`config.mk`:
```
export PLATFORM = sky130hd
export DESIGN_NAME = tof_queue
export DESIGN_NICKNAME = d
export VERILOG_FILES = /design/src/tof_pkg.sv /design/src/tof_queue.sv
export VERILOG_INCLUDE_DIRS = /design/src /design/src/src
export SDC_FILE = /design/constraint.sdc
export NUM_CORES = 1
export LEC_CHECK = 0
export ABC_AREA = 1
export BUFFER_PORTS_ARGS = -buffer_cell sky130_fd_sc_hd__buf_2
export CORE_MARGIN = 4
export CORE_UTILIZATION = 35
export DETAILED_ROUTE_END_ITERATION = 6
export GPL_ROUTABILITY_DRIVEN = 0
export GPL_TIMING_DRIVEN = 1
export HOLD_SLACK_MARGIN = 0.1
export PLACE_DENSITY = 0.62
export RECOVER_POWER = 100
export REMOVE_ABC_BUFFERS = 1
export SYNTH_ARGS = -nofsm -noshare
export SYNTH_HDL_FRONTEND = slang
export SYNTH_SLANG_ARGS = --single-unit
export TNS_END_PERCENT = 5
```
`constraint.sdc`:
```
create_clock -name i_clk -period 5.4 [get_ports i_clk]
set_input_delay 0.54 -clock i_clk [delete_from_list [all_inputs] [get_ports i_clk]]
set_output_delay 0.54 -clock i_clk [all_outputs]
set_load 0.01 [all_outputs]
```
`src/tof_defs.svh`:
```
// Constants for the timed output queue and its diagnostic record
`ifndef TOF_DEFS_SVH
`define TOF_DEFS_SVH
`define TOF_REC_SHORT 8'h00
`define TOF_REC_FULL 8'h01
`define TOF_REC_LEN_FULL 5'd20
`define TOF_REC_LEN_SHORT 5'd4
`define TOF_MODINFO 8'h1F
`define TOF_CHKIND 8'h72
`define TOF_DIAG_BITS 8'h00
`define TOF_CH_COUNT 8'h02
`define TOF_ERR_NONE 8'h00
`define TOF_LAST_BIT 6
`define TOF_NEXT_VALID_BIT 7
`define TOF_ST_LAST_SEEN 8'h80
`define TOF_ST_ACTIVE 8'h02
`define TOF_ST_FULL 8'h01
`define TOF_BYTE_SNAP 5'd16
`define TOF_US_NS 1000
`define TOF_CLK_NS 50
`define TOF_US_CYCLES (`TOF_US_NS / `TOF_CLK_NS)
`endif

```
`src/tof_pkg.sv`:
```
// Types for the timed output queue
package tof_pkg;
  typedef enum logic [1:0] {TOF_IDLE, TOF_WAIT, TOF_ISSUE} tof_state_t;
  typedef logic [7:0] tof_byte_t;
endpackage : tof_pkg

```
`src/tof_queue.sv`:
```
// Timestamp-scheduled two-channel output queue with diagnostic record
`timescale 1ns/1ps
`default_nettype none
`include "tof_defs.svh"
// How it works
// - Written entries enter the queue in order
// - Issue entries in order, then delete each
// - No interrupt; diagnostics only readable record
// - Record 01h full, record 00h four bytes
// - Module information byte reads 1Fh
// - Channel type 72h, bit 7 zero
// - Diagnostic bits per channel read 00h
// - Channel count byte reads 02h
// - Full record 01h carries ticker captured at request; 00h does not
module tof_queue #(
  parameter int DEPTH = 32,
  parameter int AW = 5
) (
  input wire logic i_clk,
  input wire logic i_resetn,
  input wire logic i_entry_valid,
  input wire tof_pkg::tof_byte_t i_process_output_image,
  input wire tof_pkg::tof_byte_t i_entry_sequence_number,
  input wire logic [15:0] i_entry_time_us,
  output logic o_entry_ready,
  output logic [1:0] o_do,
  output tof_pkg::tof_byte_t o_last_written_sequence,
  output tof_pkg::tof_byte_t o_next_pending_sequence,
  output tof_pkg::tof_byte_t o_queue_status,
  output tof_pkg::tof_byte_t o_queued_entry_count,
  output logic [31:0] o_us_ticker,
  input wire logic i_rec_req,
  input wire tof_pkg::tof_byte_t i_record_number,
  input wire logic i_rec_rd,
  output logic o_rec_ack,
  output logic o_rec_valid,
  output tof_pkg::tof_byte_t o_rec_data,
  output logic o_rec_last
);
  import tof_pkg::*;

  // Queue storage: outputs byte, sequence, time stamp
  tof_byte_t img_q [DEPTH];
  tof_byte_t seq_q [DEPTH];
  logic [15:0] ts_q [DEPTH];
  tof_byte_t img_d [DEPTH];
  tof_byte_t seq_d [DEPTH];
  logic [15:0] ts_d [DEPTH];
  logic [AW-1:0] wr_q, wr_d, rd_q, rd_d;
  logic [AW:0] cnt_q, cnt_d;
  tof_byte_t last_q, last_d, next_q, next_d, stat_q, stat_d;
  logic [1:0] do_q;
  logic [4:0] pre_q, pre_d;
  logic [31:0] us_q, us_d;
  tof_state_t st_q, st_d;
  logic push, pop, due;

  // Record state
  logic [31:0] snap_q, snap_d;
  logic [4:0] idx_q, idx_d, len_q, len_d;
  logic act_q, act_d;
  tof_byte_t rb;

  assign o_entry_ready = (cnt_q != DEPTH[AW:0]);
  assign push = i_entry_valid && o_entry_ready;
  // Only the low 16 ticker bits compare; stamps wrap at 65535 us
  assign due = (cnt_q != '0) && (us_q[15:0] == ts_q[rd_q]);
  assign pop = (st_q == TOF_ISSUE);

  // Free-running microsecond ticker from a 20-cycle prescaler
  always_comb begin
    pre_d = pre_q + 5'd1;
    us_d = us_q;
    if (pre_q == 5'(`TOF_US_CYCLES - 1)) begin
      pre_d = '0;
      us_d = us_q + 32'd1;
    end
  end

  // Ticker registers; the count restarts at reset, so stamps are
  // relative to the release of reset and the host must plan for that
  always_ff @(posedge i_clk or negedge i_resetn) begin
    if (!i_resetn) begin
      pre_q <= '0;
      us_q <= '0;
    end else begin
      pre_q <= pre_d;
      us_q <= us_d;
    end
  end

  // Issue sequencer: one entry per match, in queue order
  always_comb begin
    st_d = st_q;
    case (st_q)
      TOF_IDLE: if (cnt_q != '0) st_d = TOF_WAIT;
      TOF_WAIT: if (due) st_d = TOF_ISSUE;
      TOF_ISSUE: st_d = TOF_IDLE;
      default: st_d = TOF_IDLE;
    endcase
  end

  // Sequencer state; the idle pass costs a cycle but keeps issues apart
  always_ff @(posedge i_clk or negedge i_resetn) begin
    if (!i_resetn) begin
      st_q <= TOF_IDLE;
    end else begin
      st_q <= st_d;
    end
  end

  // Queue pointers, count, sequence outputs and status bytes
  always_comb begin
    wr_d = wr_q;
    rd_d = rd_q;
    cnt_d = cnt_q;
    last_d = last_q;
    next_d = next_q;
    stat_d = stat_q;
    if (push) begin
      wr_d = wr_q + AW'(1);
      last_d = i_entry_sequence_number;
      if (i_entry_sequence_number[`TOF_LAST_BIT]) begin
        stat_d = stat_q | `TOF_ST_LAST_SEEN;
      end
    end
    if (pop) begin
      next_d = seq_q[rd_q] | (8'h01 << `TOF_NEXT_VALID_BIT);
      stat_d = stat_d | `TOF_ST_ACTIVE;
      rd_d = rd_q + AW'(1);
    end
    cnt_d = cnt_q + (AW+1)'(push) - (AW+1)'(pop);
    stat_d[0] = (cnt_d == DEPTH[AW:0]);
  end

  // Queue pointer and status registers
  // Sticky status bits are only ever set; reset is the one way to clear
  always_ff @(posedge i_clk or negedge i_resetn) begin
    if (!i_resetn) begin
      wr_q <= '0;
      rd_q <= '0;
      cnt_q <= '0;
      last_q <= '0;
      next_q <= '0;
      stat_q <= '0;
    end else begin
      wr_q <= wr_d;
      rd_q <= rd_d;
      cnt_q <= cnt_d;
      last_q <= last_d;
      next_q <= next_d;
      stat_q <= stat_d;
    end
  end

  // Entry storage, one slot per generate pass
  // Slots clear to zero at reset; due needs a nonzero count, so a stale stamp never issues
  for (genvar e = 0; e < DEPTH; e++) begin : g_entry
    always_comb begin
      img_d[e] = img_q[e];
      seq_d[e] = seq_q[e];
      ts_d[e] = ts_q[e];
      if (push && (wr_q == AW'(e))) begin
        img_d[e] = i_process_output_image;
        seq_d[e] = i_entry_sequence_number;
        ts_d[e] = i_entry_time_us;
      end
    end
    always_ff @(posedge i_clk or negedge i_resetn) begin
      if (!i_resetn) begin
        img_q[e] <= '0;
        seq_q[e] <= '0;
        ts_q[e] <= '0;
      end else begin
        img_q[e] <= img_d[e];
        seq_q[e] <= seq_d[e];
        ts_q[e] <= ts_d[e];
      end
    end
  end

  // Per-channel output latch; a channel without its enable keeps its level
  // Bit 7 and 5 serve the first channel, bit 6 and 4 the second
  for (genvar c = 0; c < 2; c++) begin : g_chan
    logic bit_q, bit_d;
    always_comb begin
      bit_d = bit_q;
      if (pop && img_q[rd_q][5-c]) begin
        bit_d = img_q[rd_q][7-c];
      end
    end
    always_ff @(posedge i_clk or negedge i_resetn) begin
      if (!i_resetn) begin
        bit_q <= 1'b0;
      end else begin
        bit_q <= bit_d;
      end
    end
    assign do_q[c] = bit_q;
  end

  // Record reader; snapshot taken when request is accepted
  always_comb begin
    snap_d = snap_q;
    idx_d = idx_q;
    len_d = len_q;
    act_d = act_q;
    o_rec_ack = 1'b0;
    if (i_rec_req && !act_q) begin
      if (i_record_number == `TOF_REC_FULL || i_record_number == `TOF_REC_SHORT) begin
        o_rec_ack = 1'b1;
        act_d = 1'b1;
        idx_d = '0;
        snap_d = us_q;
        len_d = (i_record_number == `TOF_REC_FULL) ? `TOF_REC_LEN_FULL
                                                   : `TOF_REC_LEN_SHORT;
      end
    end else if (act_q && i_rec_rd) begin
      idx_d = idx_q + 5'd1;
      if (idx_q == len_q - 5'd1) act_d = 1'b0;
    end
  end

  // Record registers; diagnostics are only read out, never signalled
  // A request during a readout is refused rather than queued
  always_ff @(posedge i_clk or negedge i_resetn) begin
    if (!i_resetn) begin
      snap_q <= '0;
      idx_q <= '0;
      len_q <= '0;
      act_q <= 1'b0;
    end else begin
      snap_q <= snap_d;
      idx_q <= idx_d;
      len_q <= len_d;
      act_q <= act_d;
    end
  end

  // Record byte map; error bytes fixed at zero
  // Index past the full record's end reads zero, so an idle port never shows unknowns
  always_comb begin
    rb = `TOF_ERR_NONE;
    if (idx_q == 5'd0) begin
      rb = `TOF_ERR_NONE;
    end else if (idx_q == 5'd1) begin
      rb = `TOF_MODINFO;
    end else if (idx_q == 5'd2 || idx_q == 5'd3) begin
      rb = `TOF_ERR_NONE;
    end else if (idx_q == 5'd4) begin
      rb = `TOF_CHKIND & 8'h7F;
    end else if (idx_q == 5'd5) begin
      rb = `TOF_DIAG_BITS;
    end else if (idx_q == 5'd6) begin
      rb = `TOF_CH_COUNT;
    end else if (idx_q < `TOF_BYTE_SNAP) begin
      rb = `TOF_ERR_NONE;
    end else if (idx_q < `TOF_REC_LEN_FULL) begin
      rb = snap_q[8*(idx_q-`TOF_BYTE_SNAP) +: 8];
    end
  end

  // No interrupt output exists; every status is polled by the host

  // Output drive
  assign o_do = do_q;
  assign o_last_written_sequence = last_q;
  assign o_next_pending_sequence = next_q;
  assign o_queue_status = stat_q;
  assign o_queued_entry_count = 8'(cnt_q);
  assign o_us_ticker = us_q;
  assign o_rec_valid = act_q;
  assign o_rec_data = rb;
  assign o_rec_last = act_q && (idx_q == len_q - 5'd1);
endmodule : tof_queue
`default_nettype wire
```
==> metrics.md <==
| Metric | Value |
|---|---|
| Status | `finished, violations left` |
| Failing checks | `capacitance limit, slew limit` |
| Reg2reg path depth | `10` |
| Most common cell after layout, fill and taps aside | `nand2_1` |
| Critical path depth | `10` |
| Final setup viols | `0` |
| WL/cell | `19.3 µm` |
| Max FO, Critical Path | `42` |
| Gr usage total | `0.204` |
| Postcts setup bufs | `0` |
| Layout Area Growth over Synthesis | `10.3%` |
| Mapped cell area | `0.0447 mm²` |
| Antenna Diode Count | `0` |
| Clk_lat worst skew | `0.71 ns` |
| Post-synth top area share | `0.548` |
| Synth Area in Compound Gates | `0.156` |
| Layout cells sized above 1 | `0.0496` |
| Static leakage | `22.7 nW` |
| Cell mode on critical path | `nand2_1` |
| CTS tree | `done` |
| Antenna-violating nets left | `0` |
| DP HPWL | `75.5 mm` |
| Placed inst area | `0.0462 mm²` |
| Top-Level Pins | `123` |
| CP bufs+invs | `3` |
| R2r setup slk | `1.09 ns` |
| Simple-gate share of the synthesized area | `0.220` |
| Initial antenna violation count | `2` |
| Slew headroom | `-0.599` |
| Largest net degree at the start of global routing | `172` |
| Crit path from | `cnt_q[2]$_DFF_PN0_` |
| CP max stage cell | `nand4_1` |
| Die Width | `365 µm` |
| Worst-path clk slew | `0.07 ns` |
| Max H-tree Level | `3` |
| Seq/Total Area, Yosys | `0.548` |
| Min-delay src | `i_rec_req` |
| RSZ-0062 raised after global routing | `false` |
| TNS Setup | `0 ns` |
| Grt total ovfl | `0` |
| NumNets Final | `5,433` |
| DR vias | `37,300` |
| Cells taking the most area after synthesis | `dfrtp_1, nand2_1, o21ai_0` |
| Clock sink total | `979` |
| Number of DRC markers in iteration 0 | `4,160` |
| Max-slew violation count | `1,303` |
| Routed wire length | `137 mm` |
| Largest family of logic cells by synthesized area | `simple AND/OR/NAND/NOR gates` |
| Commonest non-fill, non-tap cells in the layout | `nand2_1, o21ai_0, dfrtp_1, nor2_1, nand3_1` |
| CTS Buffer Depth | `3` |
| Delay-heaviest family, CP | `buffers and inverters` |
| Xor and xnor area share after synthesis | `0.00941` |
| Initial Util | `0.354` |
| TritonRoute pass-1 iters | `6` |
| HP Class | `primary input to flop` |
| CTS root buf | `clkbuf_16` |
| Crit path capture type | `flop` |
| Fmax | `232 MHz` |
| First-pass GRT wire length | `213 mm` |
| # DRC | `0` |
| Die ar. | `0.133 mm²` |
| Vias per Instance | `5.26` |
| Port buffer count | `111` |
| Slowest stage delay, CP | `0.95 ns` |
| Final instance area | `0.0493 mm²` |
| Die Height | `365 µm` |
| Crit path cell chain | `inv_1, ha_1, nand2_1, nor2_1, nand2_1, nand2_1, inv_1, nand4_1, clkbuf_2, o21ai_0` |
| Post-Syn Area per Cell | `8.10 µm²` |
| CORE AREA | `0.126 mm²` |
| Final worst setup slack | `1.09 ns` |
| Vias in the first global route | `35,000` |
| Critical path arrival | `4.88 ns` |
| Peak VDD IR | `0.000511 V` |
| Synth cell types | `39` |
| Adder-Cell Fraction of Synth Area | `0.00661` |
| #FFs+latches synth | `979` |
| Startpoint types | `flop` |
| Critical path required time | `5.97 ns` |
| Reg-to-reg startpoint | `cnt_q[2]$_DFF_PN0_` |
| CP endpoint | `ts_q[245]$_DFFE_PN0P_` |
| CTS Buf Count | `103` |
| Maxcap violations | `25` |
| Place WS | `1.74 ns` |
| Crit Path Class | `flop to flop` |
| Mapped Cells | `5,516` |
| # rows | `130` |
| Syn. warnings | `0` |
| Slew @ Worst Pin | `2.40 ns` |
| End-of-flow core utilization | `0.390` |
| Post-synthesis mux area share | `0` |
| PnR Total Power | `27.3 mW` |
| Fin crit period | `4.31 ns` |
| Final Hold Vio Count | `0` |
| Power per Cell Area | `553 mW/mm²` |
| Setup Skew | `0.0359 ns` |
| Reg2reg end | `ts_q[245]$_DFFE_PN0P_` |
| Period utilisation layout | `0.799` |
| Area leader, netlist | `dfrtp_1` |
==> how the worst min path moves through the flow <==
stage | slack (ns) | end | depth (start not counted)
after floorplan | 0.24 | cnt_q[0]$_DFF_PN0_ | 0
after global placement | 0.45 | pre_q[0]$_DFF_PN0_ | 1
after detailed placement | 0.45 | pre_q[0]$_DFF_PN0_ | 1
after CTS | 0.17 | idx_q[1]$_DFFE_PN0P_ | 4
after global routing | 0.23 | idx_q[1]$_DFFE_PN0P_ | 4
final | 0.21 | idx_q[1]$_DFFE_PN0P_ | 4
==> what timing repair did <==
| item | in CTS | in global routing |
|---|---|---|
| endpoints found under the hold margin | 60 | 0 |
| hold buffers | 4 | 0 |
| resized for setup | 0 | 0 |
==> metrics by stage <==
step | std cells | hold WS [ns]
after CTS | 7096 | 0.173
after detailed placement | 6906 | 0.453
final | 7096 | 0.214
after global placement | 6906 | 0.448
after floorplan | 5067 | 0.244
after global routing | 7096 | 0.226
==> cells by family after synthesis <==
kind of cell,Yosys count
AND/OR/NAND/NOR,2482
AO/OA/AOI/OAI,1350
flip-flops,979
buffers and inverters,633
XOR/XNOR,48
adder cells (fa/ha/maj),23
other,1
==> report_power, final <==
| group | internal, mW | leakage (nW) | switching [mW] |
|---|---|---|---|
| combinational | 3.04 | 8.23 | 5.96 |
| sequential | 9.78 | 12.8 | 1.37 |
| clock | 4.10 | 1.67 | 3.01 |
| total | 16.9 | 22.7 | 10.3 |
==> sequential cells by signal (all words and copies together), names as in the netlist, 6 cells and up <==
register / flops
ts_q: 512
seq_q: 224
img_q: 128
o_us_ticker: 32
snap_q: 32
o_last_written_sequence: 8
o_next_pending_sequence: 8
cnt_q: 6
==> worst min-delay path: cells and delay by family <==
kind,cells,cell delay [ns]
and+or+nand+nor,2,0.17
buffers and inverters,1,0.07
AOI/OAI and AO/OA,1,0.07
==> per-layer routing <==
metal	part of all wire	up-vias	routed length, µm	global-route usage
met5	0.000088	-	12	0
met4	0.025	2	3450	0.0544
met3	0.066	214	9000	0.0275
met2	0.46	1235	63100	0.330
met1	0.45	18200	61500	0.290
li1	-	17700	-	-
==> cell type report <==
class | instances | area, µm²
clock inverters | 27 | 289
fillers | 13000 | 76900
inverters | 178 | 684
multi-input cells | 3910 | 17500
flip-flops and latches | 979 | 24500
repair buffers | 193 | 1080
well taps | 1650 | 2060
clock buffers | 159 | 3110
==> synthesized netlist by cell type (all sizes together) <==
cell type	n
nand4	43
a22o	1
o211ai	14
nor4	7
and3	1
o22ai	67
a21boi	1
or4	1
a221o	1
clkbuf	344
xnor2	2
o221ai	27
a21oi	36
ha	22
a31oi	2
nor3	14
o21ai	1201
nand2	1660
or2	1
nand3	264
conb	1
fa	1
dfrtp	979
xor2	46
inv	174
buf	111
clkinv	4
nor2	491
(Power assumes the default switching activity.)
